`src/rtl/cmp_ctrl_pkg.sv`:
```
package cmp_ctrl_pkg;

  // Register byte offsets
  localparam logic [7:0] OFS_GLOBAL_CFG  = 8'h00;
  localparam logic [7:0] OFS_IRQ_FLAGS   = 8'h04;
  localparam logic [7:0] OFS_IRQ_SET     = 8'h08;
  localparam logic [7:0] OFS_IRQ_GATE    = 8'h0c;
  localparam logic [7:0] OFS_IRQ_GATED   = 8'h10;
  localparam logic [7:0] OFS_STATUS      = 8'h14;
  localparam logic [7:0] OFS_CTRL_A      = 8'h18;
  localparam logic [7:0] OFS_CTRL_B      = 8'h1c;

  // Field positions
  localparam int POS_LIVE_A     = 0;
  localparam int POS_LIVE_B     = 16;
  localparam int POS_FLAG_A     = 0;
  localparam int POS_FLAG_B     = 1;
  localparam int POS_GLOBAL_EN  = 31;
  localparam int POS_PWR_LO     = 0;
  localparam int POS_HYST       = 5;
  localparam int POS_EDGE_LO    = 6;

  // Reset values
  localparam logic [7:0] RST_CTRL       = 8'h00;
  localparam logic       RST_GLOBAL_EN  = 1'b0;
  localparam logic [1:0] RST_GATE       = 2'h0;

  // AXI responses
  localparam logic [1:0] RESP_OKAY   = 2'h0;
  localparam logic [1:0] RESP_SLVERR = 2'h2;

  typedef enum logic [1:0] {
    EDGE_NONE    = 2'h0,
    EDGE_RISING  = 2'h1,
    EDGE_FALLING = 2'h2,
    EDGE_BOTH    = 2'h3
  } edge_sel_e;

  typedef enum logic [1:0] {
    PWR_OFF   = 2'h0,
    PWR_ULP   = 2'h1,
    PWR_LP    = 2'h2,
    PWR_FULL  = 2'h3
  } power_level_e;

  typedef struct packed {
    edge_sel_e    edge_sel;
    logic         hyst_on;
    power_level_e power_level;
  } cmp_ctrl_s;

  typedef struct packed {
    logic [1:0]    enable;
    logic [1:0]    hysteresis_on;
    logic [3:0]    power_level;
  } analog_ctrl_s;

endpackage

```
`src/rtl/dual_comparator_irq_control.sv`:
```
`timescale 1ns/1ps
`default_nettype none

module dual_comparator_irq_control
  import cmp_ctrl_pkg::*;
(
  input  wire logic         clock,
  input  wire logic         rst,
  input  wire logic [7:0]   s_axi_awaddr,
  input  wire logic         s_axi_awvalid,
  output logic              s_axi_awready,
  input  wire logic [31:0]  s_axi_wdata,
  input  wire logic [3:0]   s_axi_wstrb,
  input  wire logic         s_axi_wvalid,
  output logic              s_axi_wready,
  output logic [1:0]        s_axi_bresp,
  output logic              s_axi_bvalid,
  input  wire logic         s_axi_bready,
  input  wire logic [7:0]   s_axi_araddr,
  input  wire logic         s_axi_arvalid,
  output logic              s_axi_arready,
  output logic [31:0]       s_axi_rdata,
  output logic [1:0]        s_axi_rresp,
  output logic              s_axi_rvalid,
  input  wire logic         s_axi_rready,
  input  wire logic [1:0]   cmp_raw_output,
  input  wire logic         deep_sleep_mode,
  input  wire logic         hibernate_mode,
  output analog_ctrl_s      analog_ctrl,
  output logic [1:0]        cmp_pin_output,
  output logic              irq,
  output logic              wakeup_irq_unit_req,
  output logic              resources_wake_req
);

  typedef struct packed {
    logic [1:0]  sync1;
    logic [1:0]  sync2;
    logic [1:0]  prev;
    logic [1:0]  slp1;
    logic [1:0]  slp2;
    cmp_ctrl_s   ctrl_a;
    cmp_ctrl_s   ctrl_b;
    logic        global_en;
    logic [1:0]  flags;
    logic [1:0]  gate;
    logic        aw_held;
    logic [7:0]  aw_addr;
    logic        w_held;
    logic [31:0] w_data;
    logic [3:0]  w_strb;
    logic        bvalid;
    logic [1:0]  bresp;
    logic        rvalid;
    logic [31:0] rdata;
    logic [1:0]  rresp;
    logic        wake_dsl;
    logic        wake_hib;
  } state_s;

  // Control reset value split into its fields
  localparam cmp_ctrl_s CTRL_RST = '{
    edge_sel:    edge_sel_e'(RST_CTRL[POS_EDGE_LO +: 2]),
    hyst_on:     RST_CTRL[POS_HYST],
    power_level: power_level_e'(RST_CTRL[POS_PWR_LO +: 2])
  };

  localparam state_s STATE_RST = '{
    sync1:     2'h0,
    sync2:     2'h0,
    prev:      2'h0,
    slp1:      2'h0,
    slp2:      2'h0,
    ctrl_a:    CTRL_RST,
    ctrl_b:    CTRL_RST,
    global_en: RST_GLOBAL_EN,
    flags:     2'h0,
    gate:      RST_GATE,
    aw_held:   1'b0,
    aw_addr:   8'h00,
    w_held:    1'b0,
    w_data:    32'h0,
    w_strb:    4'h0,
    bvalid:    1'b0,
    bresp:     2'h0,
    rvalid:    1'b0,
    rdata:     32'h0,
    rresp:     2'h0,
    wake_dsl:  1'b0,
    wake_hib:  1'b0
  };

  state_s     st_ff;
  state_s     nxt_st;
  logic [1:0] edge_hit;
  logic [1:0] live;
  logic [1:0] comp_on;
  logic [1:0] irq_pend;
  edge_sel_e  sel [2];

  function automatic logic [7:0] ctrl_word(input cmp_ctrl_s c);
    logic [7:0] w;
    w = 8'h00;
    w[POS_EDGE_LO +: 2] = c.edge_sel;
    w[POS_HYST] = c.hyst_on;
    w[POS_PWR_LO +: 2] = c.power_level;
    return w;
  endfunction

  function automatic cmp_ctrl_s ctrl_from(input logic [7:0] w);
    cmp_ctrl_s c;
    c.edge_sel = edge_sel_e'(w[POS_EDGE_LO +: 2]);
    c.hyst_on = w[POS_HYST];
    c.power_level = power_level_e'(w[POS_PWR_LO +: 2]);
    return c;
  endfunction

  assign sel[0] = st_ff.ctrl_a.edge_sel;
  assign sel[1] = st_ff.ctrl_b.edge_sel;
  assign live = st_ff.sync2;

  // Per-comparator enable and edge detection
  for (genvar i = 0; i < 2; i++) begin : g_cmp
    power_level_e pl;
    logic         rise;
    logic         fall;
    assign pl = (i == 0) ? st_ff.ctrl_a.power_level
                         : st_ff.ctrl_b.power_level;
    assign comp_on[i] = st_ff.global_en && (pl != PWR_OFF);
    // Edges from synced value against its previous sample
    assign rise = live[i] && !st_ff.prev[i];
    assign fall = !live[i] && st_ff.prev[i];
    always_comb begin
      case (sel[i])
        EDGE_RISING: begin
          edge_hit[i] = rise;
        end
        EDGE_FALLING: begin
          edge_hit[i] = fall;
        end
        EDGE_BOTH: begin
          edge_hit[i] = rise || fall;
        end
        default: begin
          edge_hit[i] = 1'b0;
        end
      endcase
    end
    assign irq_pend[i] = st_ff.flags[i] && st_ff.gate[i];
  end

  always_comb begin
    analog_ctrl.enable = comp_on;
    analog_ctrl.hysteresis_on = {st_ff.ctrl_b.hyst_on,
                                 st_ff.ctrl_a.hyst_on};
    analog_ctrl.power_level = {st_ff.ctrl_b.power_level,
                               st_ff.ctrl_a.power_level};
  end

  assign cmp_pin_output = st_ff.sync2;
  assign irq = |irq_pend;
  assign wakeup_irq_unit_req = st_ff.wake_dsl;
  assign resources_wake_req = st_ff.wake_hib;

  assign s_axi_awready = !st_ff.aw_held && !st_ff.bvalid;
  assign s_axi_wready  = !st_ff.w_held && !st_ff.bvalid;
  assign s_axi_bvalid  = st_ff.bvalid;
  assign s_axi_bresp   = st_ff.bresp;
  assign s_axi_arready = !st_ff.rvalid;
  assign s_axi_rvalid  = st_ff.rvalid;
  assign s_axi_rdata   = st_ff.rdata;
  assign s_axi_rresp   = st_ff.rresp;

  always_comb begin
    logic        do_wr;
    logic [7:0]  wa;
    logic [31:0] wd;
    logic [3:0]  ws;
    logic [1:0]  clr;
    logic [1:0]  set;
    logic [31:0] rd;
    logic        hit;
    logic [1:0]  hw_set;
    do_wr = 1'b0;
    wa = 8'h00;
    wd = 32'h0;
    ws = 4'h0;
    clr = 2'h0;
    set = 2'h0;
    rd = 32'h0;
    hit = 1'b1;
    hw_set = 2'h0;
    nxt_st = st_ff;
    // Two-flop input synchroniser
    nxt_st.sync1 = cmp_raw_output;
    nxt_st.sync2 = st_ff.sync1;
    nxt_st.prev = st_ff.sync2;
    nxt_st.slp1 = {hibernate_mode, deep_sleep_mode};
    nxt_st.slp2 = st_ff.slp1;
    // Write address and data, either order
    if (s_axi_awvalid && s_axi_awready) begin
      nxt_st.aw_held = 1'b1;
      nxt_st.aw_addr = s_axi_awaddr;
    end
    if (s_axi_wvalid && s_axi_wready) begin
      nxt_st.w_held = 1'b1;
      nxt_st.w_data = s_axi_wdata;
      nxt_st.w_strb = s_axi_wstrb;
    end
    if (nxt_st.aw_held && nxt_st.w_held) begin
      do_wr = 1'b1;
      wa = nxt_st.aw_addr;
      wd = nxt_st.w_data;
      ws = nxt_st.w_strb;
      nxt_st.aw_held = 1'b0;
      nxt_st.w_held = 1'b0;
      nxt_st.bvalid = 1'b1;
      nxt_st.bresp = RESP_OKAY;
    end
    // Register write decode
    if (do_wr) begin
      case ({wa[7:2], 2'b00})
        OFS_GLOBAL_CFG: begin
          if (ws[3]) begin
            nxt_st.global_en = wd[POS_GLOBAL_EN];
          end
        end
        OFS_IRQ_FLAGS: begin
          if (ws[0]) begin
            clr = wd[POS_FLAG_A +: 2];
          end
        end
        OFS_IRQ_SET: begin
          if (ws[0]) begin
            set = wd[POS_FLAG_A +: 2];
          end
        end
        OFS_IRQ_GATE: begin
          if (ws[0]) begin
            nxt_st.gate = wd[POS_FLAG_A +: 2];
          end
        end
        OFS_CTRL_A: begin
          if (ws[0]) begin
            nxt_st.ctrl_a = ctrl_from(wd[7:0]);
          end
        end
        OFS_CTRL_B: begin
          if (ws[0]) begin
            nxt_st.ctrl_b = ctrl_from(wd[7:0]);
          end
        end
        OFS_IRQ_GATED, OFS_STATUS: begin
          // Read-only, a write has no effect
        end
        default: begin
          nxt_st.bresp = RESP_SLVERR;
        end
      endcase
    end
    if (st_ff.bvalid && s_axi_bready) begin
      nxt_st.bvalid = 1'b0;
    end
    // Flags: set wins over clear, held until cleared
    hw_set = edge_hit & comp_on;
    nxt_st.flags = (st_ff.flags & ~clr) | set | hw_set;
    nxt_st.wake_dsl = st_ff.slp2[0] && |(hw_set & st_ff.gate);
    nxt_st.wake_hib = st_ff.slp2[1] && |(hw_set & st_ff.gate);
    // Read channel
    if (s_axi_arvalid && s_axi_arready) begin
      case ({s_axi_araddr[7:2], 2'b00})
        OFS_GLOBAL_CFG: begin
          rd[POS_GLOBAL_EN] = st_ff.global_en;
        end
        OFS_IRQ_FLAGS: begin
          rd[POS_FLAG_A +: 2] = st_ff.flags;
        end
        OFS_IRQ_SET: begin
          rd[POS_FLAG_A +: 2] = st_ff.flags;
        end
        OFS_IRQ_GATE: begin
          rd[POS_FLAG_A +: 2] = st_ff.gate;
        end
        OFS_IRQ_GATED: begin
          rd[POS_FLAG_A +: 2] = irq_pend;
        end
        OFS_STATUS: begin
          rd[POS_LIVE_A] = live[0];
          rd[POS_LIVE_B] = live[1];
        end
        OFS_CTRL_A: begin
          rd[7:0] = ctrl_word(st_ff.ctrl_a);
        end
        OFS_CTRL_B: begin
          rd[7:0] = ctrl_word(st_ff.ctrl_b);
        end
        default: begin
          hit = 1'b0;
        end
      endcase
      nxt_st.rvalid = 1'b1;
      nxt_st.rdata = rd;
      if (hit) begin
        nxt_st.rresp = RESP_OKAY;
      end else begin
        nxt_st.rresp = RESP_SLVERR;
      end
    end else if (st_ff.rvalid && s_axi_rready) begin
      nxt_st.rvalid = 1'b0;
    end
  end

  always_ff @(posedge clock or posedge rst) begin
    if (rst) begin
      st_ff <= STATE_RST;
    end else begin
      st_ff <= nxt_st;
    end
  end

endmodule

`default_nettype wire

```
`config.mk`:
```
export PLATFORM = sky130hd
export DESIGN_NAME = dual_comparator_irq_control
export DESIGN_NICKNAME = d
export VERILOG_FILES = /design/src/rtl/cmp_ctrl_pkg.sv /design/src/rtl/dual_comparator_irq_control.sv
export SDC_FILE = /design/constraint.sdc
export NUM_CORES = 1
export LEC_CHECK = 0
export BUFFER_PORTS_ARGS = -buffer_cell sky130_fd_sc_hd__buf_4
export CORE_ASPECT_RATIO = 0.75
export CORE_MARGIN = 2
export CORE_UTILIZATION = 35
export DETAILED_ROUTE_END_ITERATION = 8
export PLACE_DENSITY = 0.64
export SLEW_MARGIN = 20
export SYNTH_ARGS = -nofsm -noshare
export SYNTH_HDL_FRONTEND = slang
export SYNTH_SLANG_ARGS = --single-unit
export TNS_END_PERCENT = 10
```
`constraint.sdc`:
```
create_clock -name clock -period 2 [get_ports clock]
set_input_delay 0.3 -clock clock [delete_from_list [all_inputs] [get_ports clock]]
set_output_delay 0.3 -clock clock [all_outputs]
set_load 0.005 [all_outputs]
```
==> results.py <==
metrics = {
    "run_status": {
        "status": "finished, violations left",
        "violations": "negative setup slack",
    },
    "routing": {
        "dr.first_iter.drc_count": 52,
        "ant_nets": 0,
        "drc": 0,
        "drt-wirelength-per-cell_um": 14.1,
        "via_count": 1943,
        "viasPerCell": 4.60,
        "drt-total-wl_um": 5940,
        "drt_first_pass_iters": 4,
    },
    "timing": {
        "fin_ws_ns": -0.0957,
        "finalHoldViolCount": 0,
        "period_share_pct": 105,
        "setup_viol": 10,
        "drv_slew": 0,
        "slew_headroom_pct": 62.7,
        "skew_ns": 0.00823,
        "tightest_slew_ns": 0.558,
        "period_needed_ns": 2.10,
        "timing.hold.ws_ns": 0.0384,
        "tns_ns": -0.618,
        "clock.fmax_ghz": 0.477,
        "grt_setup_unrepaired": "true",
    },
    "setup_path": {
        "path_cells": "buf_6 -> buf_12 -> a21oi_4 -> buf_4 -> buf_4 -> nand2_4 -> or4_4 -> mux2_4",
        "crit_path_start": "s_axi_bvalid",
        "cp-start-kind": "flip-flop",
        "path_class": "flip-flop to flip-flop",
        "crit_path_frequent_cell": "buf_4",
        "arrival_ns": 2.30,
        "reg2reg_from": "s_axi_bvalid",
        "required_ns": 2.20,
        "slowest_delay_ns": 0.50,
        "cp-end-kind": "flip-flop",
        "critPathMaxFanout": 5,
        "slowest_stage": "or4_4",
    },
    "place": {
        "place.gp.congestion": 0.860,
        "hpwlAfterDp_um": 4500,
        "dpl_cell_area_mm2": 0.00329,
        "io_buffers": 58,
    },
    "clocking": {
        "ctsHoldBuffers": 0,
        "numCtsBuffers": 5,
        "clock_path_buffers": 2,
        "root_buffer": "clkbuf_8",
        "clk_pin_slew_ns": 0.10,
        "htreeDepth": 2,
        "clkLatencyLatePin_ns": 0.31,
        "clock_sinks": 55,
        "tritoncts": "yes",
    },
    "floorplanning": {
        "row_count": 28,
        "pin_count": 117,
        "die_x_um": 108,
        "fp.coreArea_mm2": 0.00788,
        "start_util_pct": 36.1,
        "die_h_um": 82.1,
        "dieArea_mm2": 0.00887,
    },
    "final_layout": {
        "layout-drive-gt1-share_pct": 41.0,
        "layout_common_cells": "buf_4 (79), dfrtp_1 (55), conb_1 (26)",
        "utilization_pct": 44.8,
        "fin_nets": 383,
        "layout_commonest_cell": "buf_4",
        "postLayoutCellArea_mm2": 0.00353,
        "areaGrowthSynthToFinish_pct": 24.2,
        "diodes": 0,
    },
    "synth": {
        "ys_ff_latch": 55,
        "syn_inst": 248,
        "yosysUniqueCellTypes": 45,
        "synthFlopType": "dfrtp_1",
        "ys_async_sr_fraction_pct": 100,
        "synth_edf_count": 0,
        "ys_warn_count": 0,
        "ys_seq_area_share_pct": 48.4,
        "synth_area_mm2": 0.00284,
        "postSynthAreaPerCell_um2": 11.5,
    },
    "pwr": {
        "leakagePower_nw": 1.70,
        "total_power_mw": 3.48,
        "ir_drop_mv": 0.361,
        "p_per_area_mw_per_mm2": 983,
    },
    "grt": {
        "grt_pass1_wl_um": 9750,
        "grt_usage_pct": 14.5,
        "antenna_found_initial": 0,
        "grt_max_degree": 32,
        "gr-total-overflow": 0,
        "grt_pass1_vias": 1954,
    },
    "flow_run": {
        "drv_cap": 0,
    },
    "worst_hold_path": {
        "hold_class": "input port to asynchronous set/reset pin",
    },
}
## power breakdown
| group | internal, mW | switching, mW |
|---|---|---|
| sequential | 1.36 | 0.171 |
| combinational | 0.757 | 0.578 |
| clock | 0.246 | 0.366 |
## path summary, 6_finish.rpt
kind / endpoint / slack (ns) / depth (start not counted)
max in group asynchronous: s_axi_bresp[0] / 1.40 / 3
min in group clock: nxt_st[101] / 0.09 / 1
worst max-delay path: sel[3] / -0.1 / 8
worst min register to register: cmp_pin_output[0] / 0.36 / 0
worst min-delay path: s_axi_rdata[7] / 0.04 / 2
worst max register to register: sel[3] / -0.1 / 8
## critical path, delay by kind of cell, from the launching register on
family | cells | cell delay (ns)
multiplexers | 1 | 0.32
AO/OA/AOI/OAI | 1 | 0.16
buffers and inverters | 4 | 0.53
AND/OR/NAND/NOR | 2 | 0.55
flip-flops | 1 | 0.43
## metrics by stage
step / cells / setup WS [ns]
floorplan: 273 / -0.120
detailed placement: 404 / -0.117
finish: 422 / -0.0957
CTS: 420 / -0.121
global route: 422 / -0.150
global placement: 404 / -0.0945
## routing by layer
layer  vias up  part of all wire, %  GRT usage, %
met5         -                    0             0
met4         0                  1.6          6.15
met3         9                  5.9          3.49
met2        62                   44          21.3
met1       943                   49          20.5
li1        929                    -             -
## state kept, by name, indices dropped and copies added (netlist names), named ones only
| name | cells |
|---|---|
| s_axi_bvalid | 1 |
| g_cmp.pl | 4 |
| s_axi_rdata | 7 |
| s_axi_bresp | 1 |
| analog_ctrl | 2 |
| s_axi_rvalid | 1 |
| wakeup_irq_unit_req | 1 |
| st_ff | 25 |
| cmp_pin_output | 2 |
| s_axi_rresp | 1 |
| nxt_st | 4 |
| sel | 4 |
| resources_wake_req | 1 |
## final cells by class
type | instances | area [um2]
multi-input cells | 160 | 1210
flip-flops and latches | 55 | 1380
well taps | 105 | 131
clock buffers | 6 | 72.6
fillers | 750 | 4350
clock inverters | 2 | 12.5
inverters | 7 | 26.3
repair buffers | 87 | 701
## kinds of logic after synthesis
family          Yosys count  synth area share [%]
simple gates             63                  13.1
buf+inv                  58                  14.3
flops                    55                  48.4
mux                      34                  14.0
compound gates           33                  8.27
fa+ha+maj                 4                  1.76
other cells               1                 0.132
## repair_timing
item | 4_1_cts | 5_1_grt
gates resized for setup | 8 | 9
setup buffers | 8 | 2
pin swaps | 6 | 8
setup endpoints to repair | 15 | 15
gates cloned | 0 | 0
## Yosys cell counts (2+ instances only)
| library cell | n | area share (%) |
|---|---|---|
| a22oi_1 | 2 | 0.53 |
| o21a_1 | 4 | 1.1 |
| mux2_1 | 9 | 3.6 |
| nor2b_1 | 9 | 2.0 |
| a21oi_1 | 3 | 0.53 |
| o21ai_1 | 2 | 0.35 |
| buf_4 | 44 | 12 |
| mux2_2 | 14 | 5.5 |
| nor3_1 | 5 | 0.88 |
| mux2i_1 | 5 | 1.8 |
| inv_1 | 6 | 0.79 |
| mux2_4 | 6 | 3.2 |
| nor3b_1 | 2 | 0.53 |
| a21boi_0 | 2 | 0.53 |
| nand3_1 | 3 | 0.53 |
| a221o_1 | 2 | 0.70 |
| o21ai_0 | 8 | 1.4 |
| a221oi_1 | 3 | 0.92 |
| buf_6 | 3 | 1.2 |
| and3b_1 | 2 | 0.62 |
| ha_1 | 4 | 1.8 |
| nand2_1 | 12 | 1.6 |
| o22ai_1 | 2 | 0.44 |
| nand4_1 | 3 | 0.66 |
| nand3b_1 | 3 | 0.79 |
| dfrtp_1 | 55 | 48 |
| nor3b_2 | 2 | 0.88 |
| clkbuf_1 | 3 | 0.40 |
| nor2_1 | 14 | 1.8 |
Note: power is estimated with default switching activity, not from simulation.
